`src/verilog/mipr_pkg.sv`:
```
// Constants and types for the module identification page ROM
package mipr_pkg;
    // Byte numbers within the upper memory pages
    localparam logic [7:0] PG_FIRST = 8'h80;
    localparam int PG_BYTES = 128;
    localparam logic [7:0] OFS_APP_CSUM = 8'h80;
    localparam logic [7:0] OFS_APP_LEN = 8'h81;
    localparam logic [7:0] OFS_APP_CODES = 8'h82;
    localparam logic [7:0] OFS_REVISION = 8'hb8;
    localparam logic [7:0] OFS_WAVE = 8'hba;
    localparam logic [7:0] OFS_TOL = 8'hbc;
    localparam logic [7:0] OFS_MAX_TEMP = 8'hbe;
    localparam logic [7:0] OFS_BASE_CSUM = 8'hbf;
    localparam logic [7:0] OFS_EXT_COMP = 8'hc0;
    localparam logic [7:0] OFS_PROG_OPT = 8'hc1;
    localparam logic [7:0] OFS_CHAN_OPT = 8'hc2;
    localparam logic [7:0] OFS_SIG_OPT = 8'hc3;
    localparam logic [7:0] OFS_SERIAL = 8'hc4;
    localparam logic [7:0] OFS_DATE = 8'hd4;
    localparam logic [7:0] OFS_MON_TYPE = 8'hdc;
    localparam logic [7:0] OFS_ENH_OPT = 8'hdd;
    localparam logic [7:0] OFS_EXT_RATE = 8'hde;
    localparam logic [7:0] OFS_EXT_CSUM = 8'hdf;
    // Checksum spans, inclusive
    localparam logic [7:0] BASE_SUM_FIRST = 8'h80;
    localparam logic [7:0] BASE_SUM_LAST = 8'hbe;
    localparam logic [7:0] EXT_SUM_FIRST = 8'hc0;
    localparam logic [7:0] EXT_SUM_LAST = 8'hde;
    localparam logic [7:0] APP_SUM_FIRST = 8'h81;
    localparam logic [7:0] APP_SUM_LAST = 8'hff;
    // Word index map of the bus, byte address is four times the index
    localparam logic [9:0] IDX_CTRL = 10'h000;
    localparam logic [9:0] IDX_STATUS = 10'h001;
    localparam logic [2:0] REGION_PG0 = 3'h1;
    localparam logic [2:0] REGION_PG1 = 3'h3;
    // Bit positions
    localparam int BIT_PAGE02 = 7;
    localparam int BIT_PAGE01 = 6;
    localparam int BIT_RATE_CTRL = 5;
    localparam int BIT_RX_PWR_AVG = 3;
    localparam int BIT_EXT_RATE_SEL = 3;
    localparam int BIT_APP_SEL = 2;
    localparam int CTRL_WFAULT = 0;
    localparam int STAT_CONFLICT = 0;
    localparam int STAT_LEGACY_FULL = 1;
    localparam int STAT_PAGE01 = 2;
    // Values
    localparam logic [7:0] CTRL_RESET = 8'h00;
    localparam logic [7:0] ASCII_SPACE = 8'h20;
    localparam logic [7:0] LEGACY_RATE_FULL = 8'hff;
    localparam logic [7:0] CASE_TEMP_DEFAULT = 8'h46;
    localparam int APP_MAX_ENTRIES = 63;
    // Bus slave sequencing
    typedef enum logic [1:0] {
        MIPR_IDLE,
        MIPR_FETCH,
        MIPR_DONE
    } mipr_state_t;
endpackage : mipr_pkg

```
`src/verilog/mipr_id_rom.sv`:
```
// Byte-wide constant page image with a registered read port
`timescale 1ns/1ns
module mipr_id_rom #(
    parameter int DEPTH = 128,
    parameter int AW = 7,
    parameter logic [DEPTH*8-1:0] IMAGE = '0
) (
    input wire logic clk,
    input wire logic rst,
    input wire logic rd_en,
    input wire logic [AW-1:0] rd_addr,
    output logic [7:0] rd_data_reg
);
    logic [7:0] rom [DEPTH];

    // One entry per byte of the image; no write port exists at all
    genvar gi;
    generate
        for (gi = 0; gi < DEPTH; gi++) begin : g_entry
            assign rom[gi] = IMAGE[gi*8 +: 8];
        end
    endgenerate

    // Registered read keeps the bus answer off a wide mux path
    always_ff @(posedge clk or posedge rst) begin
        if (rst) begin
            rd_data_reg <= 8'h00;
        end else if (rd_en) begin
            rd_data_reg <= rom[rd_addr];
        end
    end
endmodule : mipr_id_rom

```
`src/verilog/mipr_top.sv`:
```
// Identification page ROM of a pluggable module, read over APB
// Behaviour
// - Revision is two space padded ASCII bytes
// - Optical bytes 186-187 hold wavelength times twenty
// - Copper bytes 186-187 hold low attenuations
// - Optical bytes 188-189 hold tolerance times two hundred
// - Copper bytes 188-189 hold high attenuations
// - Case temperature byte, zero means seventy
// - Base checksum sums bytes 128 to 190
// - Byte 193 low bits flag programming options
// - Byte 194 flags clock recovery and squelch
// - Byte 195 flags pages 02 and 01
// - Byte 195 bit 5 demands active rate control
// - Byte 195 bits 4-1 flag signal options
// - Serial number is sixteen padded ASCII bytes
// - Date code holds year, month, day, lot
// - Byte 220 bit 3 flags average power
// - Byte 221 bit 3 flags extended rate select
// - Byte 221 bit 2 flags application table
// - Never report both rate declarations set
// - Byte 222 holds rate in 250 Mbps steps
// - Extension checksum sums bytes 192 to 222
// - Application page checksum sums bytes 129-255
// - Byte 129 holds last application entry index
// - Legacy rate FFh points host to byte 222
//
// Chosen here: the APB register port.
`timescale 1ns/1ns
module mipr_top #(
    parameter bit COPPER = 1'b0,
    parameter logic [15:0] WAVELENGTH = 16'h6626,
    parameter logic [15:0] TOLERANCE = 16'h251c,
    parameter logic [31:0] ATTENUATION = 32'h00000000,
    parameter logic [15:0] REVISION = 16'h4120,
    parameter logic [7:0] MAX_CASE_TEMP = 8'h00,
    parameter logic [7:0] EXT_COMPLIANCE = 8'h00,
    parameter logic [2:0] PROG_OPTS = 3'h0,
    parameter logic [7:0] CHAN_OPTS = 8'h00,
    parameter bit PAGE02 = 1'b0,
    parameter bit RATE_CTRL = 1'b0,
    parameter logic [3:0] SIG_OPTS = 4'h0,
    parameter logic [127:0] SERIAL = {16{8'h20}},
    parameter logic [63:0] DATE = 64'h3030303130312020,
    parameter bit RX_PWR_AVG = 1'b0,
    parameter bit EXT_RATE_SEL = 1'b0,
    parameter bit APP_SEL = 1'b0,
    parameter logic [7:0] EXT_RATE = 8'h00,
    parameter logic [7:0] LEGACY_RATE = 8'h00,
    parameter logic [5:0] APP_LAST = 6'h00,
    parameter logic [1007:0] APP_CODES = '0
) (
    input wire logic clk,
    input wire logic rst,
    input wire logic psel,
    input wire logic penable,
    input wire logic pwrite,
    input wire logic [11:0] paddr,
    input wire logic [31:0] pwdata,
    input wire logic [3:0] pstrb,
    output logic pready,
    output logic [31:0] prdata,
    output logic pslverr
);
    localparam int IMG_W = mipr_pkg::PG_BYTES * 8;

    // Both rate declarations set is illegal; the table wins
    localparam bit CONFLICT = EXT_RATE_SEL && APP_SEL;
    localparam bit EXT_EFF = EXT_RATE_SEL && !APP_SEL;
    localparam bit APP_EFF = APP_SEL;

    // Place n bytes of v, first character at the lowest address
    function automatic logic [IMG_W-1:0] put(
        input logic [IMG_W-1:0] img,
        input logic [7:0] ofs,
        input logic [127:0] v,
        input int n
    );
        logic [IMG_W-1:0] r;
        int base;
        r = img;
        base = int'(ofs) - int'(mipr_pkg::PG_FIRST);
        for (int i = 0; i < n; i++) begin
            r[(base + i)*8 +: 8] = v[(n - 1 - i)*8 +: 8];
        end
        return r;
    endfunction : put

    // Low eight bits of the byte sum over an inclusive span
    function automatic logic [7:0] csum(
        input logic [IMG_W-1:0] img,
        input logic [7:0] first,
        input logic [7:0] last
    );
        logic [7:0] s;
        s = 8'h00;
        for (int a = int'(first); a <= int'(last); a++) begin
            s = s + img[(a - int'(mipr_pkg::PG_FIRST))*8 +: 8];
        end
        return s;
    endfunction : csum

    // Identification page image, checksums folded in last
    function automatic logic [IMG_W-1:0] build_pg0();
        logic [IMG_W-1:0] m;
        logic [15:0] wave;
        logic [15:0] tol;
        m = '0;
        m = put(m, mipr_pkg::OFS_REVISION, 128'(REVISION), 2);
        // Copper reuses the wavelength bytes for attenuation
        wave = COPPER ? ATTENUATION[31:16] : WAVELENGTH;
        tol = COPPER ? ATTENUATION[15:0] : TOLERANCE;
        m = put(m, mipr_pkg::OFS_WAVE, 128'(wave), 2);
        m = put(m, mipr_pkg::OFS_TOL, 128'(tol), 2);
        m = put(m, mipr_pkg::OFS_MAX_TEMP, 128'(MAX_CASE_TEMP), 1);
        m = put(m, mipr_pkg::OFS_EXT_COMP, 128'(EXT_COMPLIANCE), 1);
        m = put(m, mipr_pkg::OFS_PROG_OPT, 128'({5'h00, PROG_OPTS}), 1);
        m = put(m, mipr_pkg::OFS_CHAN_OPT, 128'(CHAN_OPTS), 1);
        // Page 01 flag follows the table declaration so they never disagree
        m = put(m, mipr_pkg::OFS_SIG_OPT,
            128'({PAGE02, APP_EFF, RATE_CTRL, SIG_OPTS, 1'b0}), 1);
        m = put(m, mipr_pkg::OFS_SERIAL, SERIAL, 16);
        m = put(m, mipr_pkg::OFS_DATE, 128'(DATE), 8);
        m = put(m, mipr_pkg::OFS_MON_TYPE,
            128'({4'h0, RX_PWR_AVG, 3'h0}), 1);
        m = put(m, mipr_pkg::OFS_ENH_OPT,
            128'({4'h0, EXT_EFF, APP_EFF, 2'h0}), 1);
        m = put(m, mipr_pkg::OFS_EXT_RATE, 128'(EXT_RATE), 1);
        m = put(m, mipr_pkg::OFS_BASE_CSUM, 128'(csum(m,
            mipr_pkg::BASE_SUM_FIRST, mipr_pkg::BASE_SUM_LAST)), 1);
        m = put(m, mipr_pkg::OFS_EXT_CSUM, 128'(csum(m,
            mipr_pkg::EXT_SUM_FIRST, mipr_pkg::EXT_SUM_LAST)), 1);
        return m;
    endfunction : build_pg0

    // Application page image; entries past the last index stay zero
    function automatic logic [IMG_W-1:0] build_pg1();
        logic [IMG_W-1:0] m;
        int ofs;
        m = '0;
        m = put(m, mipr_pkg::OFS_APP_LEN, 128'({2'h0, APP_LAST}), 1);
        for (int e = 0; e < mipr_pkg::APP_MAX_ENTRIES; e++) begin
            if (e <= int'(APP_LAST)) begin
                ofs = int'(mipr_pkg::OFS_APP_CODES) + 2*e;
                m = put(m, 8'(ofs), 128'(APP_CODES[e*16 +: 16]), 2);
            end
        end
        m = put(m, mipr_pkg::OFS_APP_CSUM, 128'(csum(m,
            mipr_pkg::APP_SUM_FIRST, mipr_pkg::APP_SUM_LAST)), 1);
        return m;
    endfunction : build_pg1

    localparam logic [IMG_W-1:0] PG0_IMAGE = build_pg0();
    localparam logic [IMG_W-1:0] PG1_IMAGE = build_pg1();

    // Effective case temperature for the status word
    localparam logic [7:0] CASE_TEMP_EFF = (MAX_CASE_TEMP == 8'h00) ?
        mipr_pkg::CASE_TEMP_DEFAULT : MAX_CASE_TEMP;
    localparam bit LEGACY_FULL =
        (LEGACY_RATE == mipr_pkg::LEGACY_RATE_FULL);

    mipr_pkg::mipr_state_t state_reg;
    logic [9:0] idx_reg;
    logic [7:0] ctrl_reg;
    logic [9:0] idx_next;
    logic setup;
    logic aligned;
    logic rd_pg0;
    logic rd_pg1;
    logic [7:0] pg0_data;
    logic [7:0] pg1_data;
    logic [31:0] rdata_next;
    logic err_next;
    logic is_ctrl;
    logic is_status;
    logic is_pg0;
    logic is_pg1;

    // Setup cycle decode; page fetch starts a cycle early
    assign setup = (state_reg == mipr_pkg::MIPR_IDLE) && psel && !penable;
    assign idx_next = paddr[11:2];
    assign rd_pg0 = setup && (idx_next[9:7] == mipr_pkg::REGION_PG0);
    assign rd_pg1 = setup && (idx_next[9:7] == mipr_pkg::REGION_PG1);

    mipr_id_rom #(
        .DEPTH(mipr_pkg::PG_BYTES),
        .AW(7),
        .IMAGE(PG0_IMAGE)
    ) u_pg0 (
        .clk(clk),
        .rst(rst),
        .rd_en(rd_pg0),
        .rd_addr(idx_next[6:0]),
        .rd_data_reg(pg0_data)
    );

    mipr_id_rom #(
        .DEPTH(mipr_pkg::PG_BYTES),
        .AW(7),
        .IMAGE(PG1_IMAGE)
    ) u_pg1 (
        .clk(clk),
        .rst(rst),
        .rd_en(rd_pg1),
        .rd_addr(idx_next[6:0]),
        .rd_data_reg(pg1_data)
    );

    // Access phase decode on the held index
    assign is_ctrl = (idx_reg == mipr_pkg::IDX_CTRL);
    assign is_status = (idx_reg == mipr_pkg::IDX_STATUS);
    assign is_pg0 = (idx_reg[9:7] == mipr_pkg::REGION_PG0);
    // An absent application page answers like an unmapped address
    assign is_pg1 = (idx_reg[9:7] == mipr_pkg::REGION_PG1) && APP_EFF;

    // Read data and error answer, settled before pready rises
    always_comb begin
        rdata_next = 32'h00000000;
        err_next = 1'b0;
        if (!aligned) begin
            err_next = 1'b1;
        end else if (is_ctrl) begin
            rdata_next = {24'h000000, ctrl_reg};
        end else if (is_status) begin
            rdata_next = {16'h0000, CASE_TEMP_EFF, 5'h00, APP_EFF,
                LEGACY_FULL, CONFLICT};
            err_next = pwrite && ctrl_reg[mipr_pkg::CTRL_WFAULT];
        end else if (is_pg0 || is_pg1) begin
            rdata_next = {24'h000000, is_pg0 ? pg0_data : pg1_data};
            // Writes are dropped; faulting them is optional
            err_next = pwrite && ctrl_reg[mipr_pkg::CTRL_WFAULT];
        end else begin
            err_next = 1'b1;
        end
    end

    // Transfer sequencing: setup, one fetch cycle, then the ready cycle
    always_ff @(posedge clk or posedge rst) begin
        if (rst) begin
            state_reg <= mipr_pkg::MIPR_IDLE;
        end else begin
            unique case (state_reg)
                mipr_pkg::MIPR_IDLE: begin
                    if (setup) begin
                        state_reg <= mipr_pkg::MIPR_FETCH;
                    end
                end
                mipr_pkg::MIPR_FETCH: begin
                    if (psel && penable) begin
                        state_reg <= mipr_pkg::MIPR_DONE;
                    end
                end
                mipr_pkg::MIPR_DONE: begin
                    state_reg <= mipr_pkg::MIPR_IDLE;
                end
            endcase
        end
    end

    // Address capture at the setup edge
    always_ff @(posedge clk or posedge rst) begin
        if (rst) begin
            idx_reg <= 10'h000;
            aligned <= 1'b1;
        end else if (setup) begin
            idx_reg <= idx_next;
            aligned <= (paddr[1:0] == 2'h0);
        end
    end

    // Answer registers; every output comes straight from here
    always_ff @(posedge clk or posedge rst) begin
        if (rst) begin
            pready <= 1'b0;
            prdata <= 32'h00000000;
            pslverr <= 1'b0;
        end else if (state_reg == mipr_pkg::MIPR_FETCH && psel && penable) begin
            pready <= 1'b1;
            prdata <= pwrite ? 32'h00000000 : rdata_next;
            pslverr <= err_next;
        end else begin
            pready <= 1'b0;
            prdata <= 32'h00000000;
            pslverr <= 1'b0;
        end
    end

    // Control write lands only at the edge that completes the transfer
    always_ff @(posedge clk or posedge rst) begin
        if (rst) begin
            ctrl_reg <= mipr_pkg::CTRL_RESET;
        end else if (pready && pwrite && is_ctrl && aligned && pstrb[0]) begin
            ctrl_reg <= pwdata[7:0];
        end
    end

    // Read answers after exactly two access cycles
    a_read_timing: assert property (@(posedge clk) disable iff (rst)
        setup |=> !pready ##1 pready)
        else $error("ready not on second access cycle");

    a_ready_single: assert property (@(posedge clk) disable iff (rst)
        pready |=> !pready)
        else $error("ready held past one cycle");

    a_ro_write_kept: assert property (@(posedge clk) disable iff (rst)
        (pready && pwrite && !is_ctrl) |=> ctrl_reg == $past(ctrl_reg))
        else $error("write outside control changed state");

    a_base_csum: assert property (@(posedge clk) disable iff (rst)
        (pready && !pwrite && !pslverr
            && idx_reg == {2'h0, mipr_pkg::OFS_BASE_CSUM})
        |-> prdata[7:0] == csum(PG0_IMAGE, mipr_pkg::BASE_SUM_FIRST,
            mipr_pkg::BASE_SUM_LAST))
        else $error("base checksum wrong");

    a_ext_csum: assert property (@(posedge clk) disable iff (rst)
        (pready && !pwrite && !pslverr
            && idx_reg == {2'h0, mipr_pkg::OFS_EXT_CSUM})
        |-> prdata[7:0] == csum(PG0_IMAGE, mipr_pkg::EXT_SUM_FIRST,
            mipr_pkg::EXT_SUM_LAST))
        else $error("extension checksum wrong");

    a_app_csum: assert property (@(posedge clk) disable iff (rst)
        (pready && !pwrite && !pslverr
            && idx_reg == {2'h1, mipr_pkg::OFS_APP_CSUM})
        |-> prdata[7:0] == csum(PG1_IMAGE, mipr_pkg::APP_SUM_FIRST,
            mipr_pkg::APP_SUM_LAST))
        else $error("application checksum wrong");

    a_rate_decl_excl: assert property (@(posedge clk) disable iff (rst)
        (pready && !pwrite && idx_reg == {2'h0, mipr_pkg::OFS_ENH_OPT})
        |-> !(prdata[mipr_pkg::BIT_EXT_RATE_SEL] && prdata[mipr_pkg::BIT_APP_SEL]))
        else $error("both rate declarations reported");

    a_page01_absent: assert property (@(posedge clk) disable iff (rst)
        (setup && idx_next[9:7] == mipr_pkg::REGION_PG1 && !APP_EFF)
        |-> ##2 (pready && pslverr))
        else $error("absent page answered");

    a_page01_flag: assert property (@(posedge clk) disable iff (rst)
        (pready && !pwrite && idx_reg == {2'h0, mipr_pkg::OFS_SIG_OPT})
        |-> prdata[mipr_pkg::BIT_PAGE01] == APP_EFF)
        else $error("page 01 flag disagrees");

    a_case_temp: assert property (@(posedge clk) disable iff (rst)
        (pready && !pwrite && is_status && aligned)
        |-> prdata[15:8] == CASE_TEMP_EFF && prdata[15:8] != 8'h00)
        else $error("case temperature status wrong");
endmodule : mipr_top

```
`config.mk`:
```
export PLATFORM = sky130hd
export DESIGN_NAME = mipr_top
export DESIGN_NICKNAME = d
export VERILOG_FILES = /design/src/verilog/mipr_pkg.sv /design/src/verilog/mipr_id_rom.sv /design/src/verilog/mipr_top.sv
export SDC_FILE = /design/constraint.sdc
export NUM_CORES = 1
export LEC_CHECK = 0
export BUFFER_PORTS_ARGS = -buffer_cell sky130_fd_sc_hd__buf_2
export CAP_MARGIN = 20
export CORE_ASPECT_RATIO = 0.75
export CORE_MARGIN = 2
export CORE_UTILIZATION = 47
export DETAILED_ROUTE_END_ITERATION = 16
export GPL_TIMING_DRIVEN = 1
export PLACE_DENSITY = 0.77
export RECOVER_POWER = 100
export SLEW_MARGIN = 10
export SYNTH_ARGS = -nofsm -noshare
export SYNTH_HDL_FRONTEND = slang
export SYNTH_SLANG_ARGS = --single-unit
export TNS_END_PERCENT = 20
```
`constraint.sdc`:
```
create_clock -name clk -period 2.6 [get_ports clk]
set_input_delay 0.39 -clock clk [delete_from_list [all_inputs] [get_ports clk]]
set_output_delay 0.39 -clock clk [all_outputs]
set_load 0.1 [all_outputs]
```
==> results.md <==
- Status: finished, violations left
- Violated checks: capacitance limit, slew limit
- GPL Wtd Cong: 0.836
- Fin worst setup slack: 0.348 ns
- IO Port Bufs: 38
- Sw Share: 34.6%
- Post-cts resize count: 0
- Area of the core: 4100 um^2
- Num Clock Sinks: 39
- Hold_ws: 0.231 ns
- Final setup viols: 0
- Diode count: 0
- Critical Path RT: 2.77 ns
- Synth top area share: 46.9%
- Startpoint types: flop
- First DRT Iteration DRCs: 61
- Synth Register Bits: 39
- Reg2Reg Launch Point: idx_reg[5]
- Final Cell Area: 2220 um^2
- CTS H-tree depth: 2
- Routed length per instance: 12.6 um
- Synth cell types: 41
- Clk_lat worst skew: 0.29 ns
- Worst Path Buf+Inv: 0
- Total wire length: 3420 um
- Fin. Hold Viols: 0
- RSZ-0062 raised after global routing: false
- Main area contributors after synthesis: dfrtp_1 47%, buf_4 8.5%, mux2_4 5.9%
- Final clock skew: 0.00438 ns
- Area Growth Syn to Fin: 9.76%
- Yosys warnings: 0
- Worst slack, placed: 0.360 ns
- Die height: 60.9 um
- Net Switching: 0.623 mW
- CP top delay family: simple AND/OR/NAND/NOR gates
- CTS tree: built
- Fmax: 0.444 GHz
- Worst path cell trace: or4_1 > or2_0 > or3_1 > mux2_1
- Post-Route Utilization: 54.2%
- Die ar.: 4860 um^2
- Seq/Total Area, Yosys: 48.2%
- Post-route setup TNS: 0 ns
- Site Rows: 20
- Worst Setup End Kind: flop
- Seq pwr share: 45.2%
- Worst-path clk slew: 0.08 ns
- Io pins: 87
- Leak pwr: 1.08 nW
- Crit Path Max Fanout: 8
- Rel. slew slack: -32.2%
- Mapped Area: 2030 um^2
- Post-route DRC: 0
- Antenna-violating nets left: 0
- CP max-delay cell: or4_1
- Crit path arrival time: 2.43 ns
- Setup bufs post-CTS: 0
- Layout cell share with drive strength beyond 1: 21.7%
- Final Power: 1.80 mW
- R2R Setup Slk: 0.35 ns
- Routed via count: 1,278
- Hold_sp: paddr[1]
- CP peak stage delay: 0.58 ns
- Tot GR Track Use: 15.7%
- Vias per inst: 4.70
- Pwr/cell area: 810 nW/um^2
- Dpl cells: 264
- Cell-internal power: 1.18 mW
- Clock share of power: 27.8%
- Worst-margin pin slew: 1.98 ns
- Grt total ovfl: 0
- Combinational power share: 27.0%
- VDD IR-drop max: 429 uV
- R2r endpoint: ctrl_reg[7]
- Max-slew violations: 40
- Vias in the first global route: 1,168
- Die width: 79.8 um
- Syn avg cell area: 11.4 um^2
- Synth area leader: dfrtp_1
- Clock Tree Buf Depth: 2
- Placement Cell Area: 2180 um^2
- Max-cap violation count: 1
- Synth Flop Type: dfrtp_1
- Async SR Flop Fraction: 100%
- Initial antenna violation count: 0
- Crit Path Class: flop to flop
- Total CTS buffers: 5
- Path depth of the worst reg2reg path: 4
- Worst Hold Depth: 2
- Clock root buffer: clkbuf_8
- Pin count of the biggest net entering global routing: 40
- Post-route minimum period: 2.25 ns
- Post-synth EDFFs: 0
- First-pass GRT wire length: 5630 um
- Final std cells w/o fill: 272
- Post-Syn Instances: 177
- Detail Placement HPWL: 2580 um
- CTS Hold Buffers Added: 0
- Largest register FFs: 10
- Initial Util: 49.4%
- Final #Nets: 277
- Final Cycle Share: 86.6%
- 1st-pass router iterations: 4
- Path type of the worst min-delay path: input pin to flop
- Hold Crit Endpoint: aligned
[cells by family after synthesis]
| kind of cell | count (synthesis) | synth area share [%] |
|---|---|---|
| buf+inv | 35 | 11.1 |
| flops | 39 | 48.2 |
| fa+ha+maj | 8 | 4.94 |
| mux | 18 | 11.4 |
| compound gates | 33 | 11.6 |
| other cells | 1 | 0.185 |
| simple gates | 43 | 12.6 |
[routing by layer]
| metal | global-route usage (%) | part of all wire [%] | up-vias |
|---|---|---|---|
| met3 | 4.91 | 5.6 | 6 |
| met4 | 7.26 | 1.9 | 0 |
| met5 | 0 | 0 | - |
| met2 | 22.4 | 39 | 39 |
| li1 | - | - | 658 |
| met1 | 22.2 | 53 | 575 |
[final cells by class]
class	count	area, um^2
fill	368	1880
timing repair buffer	40	185
tap	55	68.8
inverter	7	26.3
clock inverter	3	43.8
sequential	39	977
clock buffer	5	68.8
multi-input combinational	123	853
[power groups by stage]
stage	Combinational, mW	Clock (mW)	Sequential [mW]
3_5_place_dp	0.504	0	0.827
4_1_cts	0.507	0.512	0.816
3_3_place_gp	0.491	0	0.823
6_report	0.486	0.500	0.814
2_1_floorplan	0.409	0	0.843
5_1_grt	0.535	0.539	0.826
[cell usage after synthesis, types with 2 or more instances]
master / count
nand2_1: 11
nand3_1: 6
o21ai_0: 7
clkbuf_1: 4
a22o_1: 8
dfrtp_1: 38
o21ai_1: 3
o22a_1: 2
inv_1: 7
a22oi_1: 2
a21oi_1: 3
mux2_4: 8
mux2i_1: 2
o21a_1: 2
mux2_2: 8
nor2b_1: 3
nor3_1: 4
buf_4: 23
nor2_1: 7
ha_1: 8
[worst max-delay path by stage]
stage                                       to    startpoint  cells past startpoint
after floorplan                    ctrl_reg[0]    idx_reg[5]                      5
after global placement             ctrl_reg[4]    idx_reg[5]                      4
after detailed placement           ctrl_reg[7]    idx_reg[5]                      4
after CTS                          ctrl_reg[4]    idx_reg[5]                      4
after global routing      u_pg0.rd_data_reg[1]  state_reg[1]                      7
final                              ctrl_reg[7]    idx_reg[5]                      4
[placed cells by master (no fill, tap or decap), types with 3 or more instances in the layout]
cell,synthesis,layout
a21oi_1,3,3
clkbuf_8,0,5
ha_1,8,8
a22o_1,8,8
nor2_1,7,7
clkbuf_1,4,14
nand3_1,6,6
mux2_1,0,8
buf_2,0,25
mux2_2,8,8
o21ai_0,7,10
nor3_1,4,4
inv_1,7,7
nor2b_1,3,3
conb_1,1,21
nand2_1,11,11
dfrtp_1,38,38
Note: power is estimated with default switching activity, not from simulation.
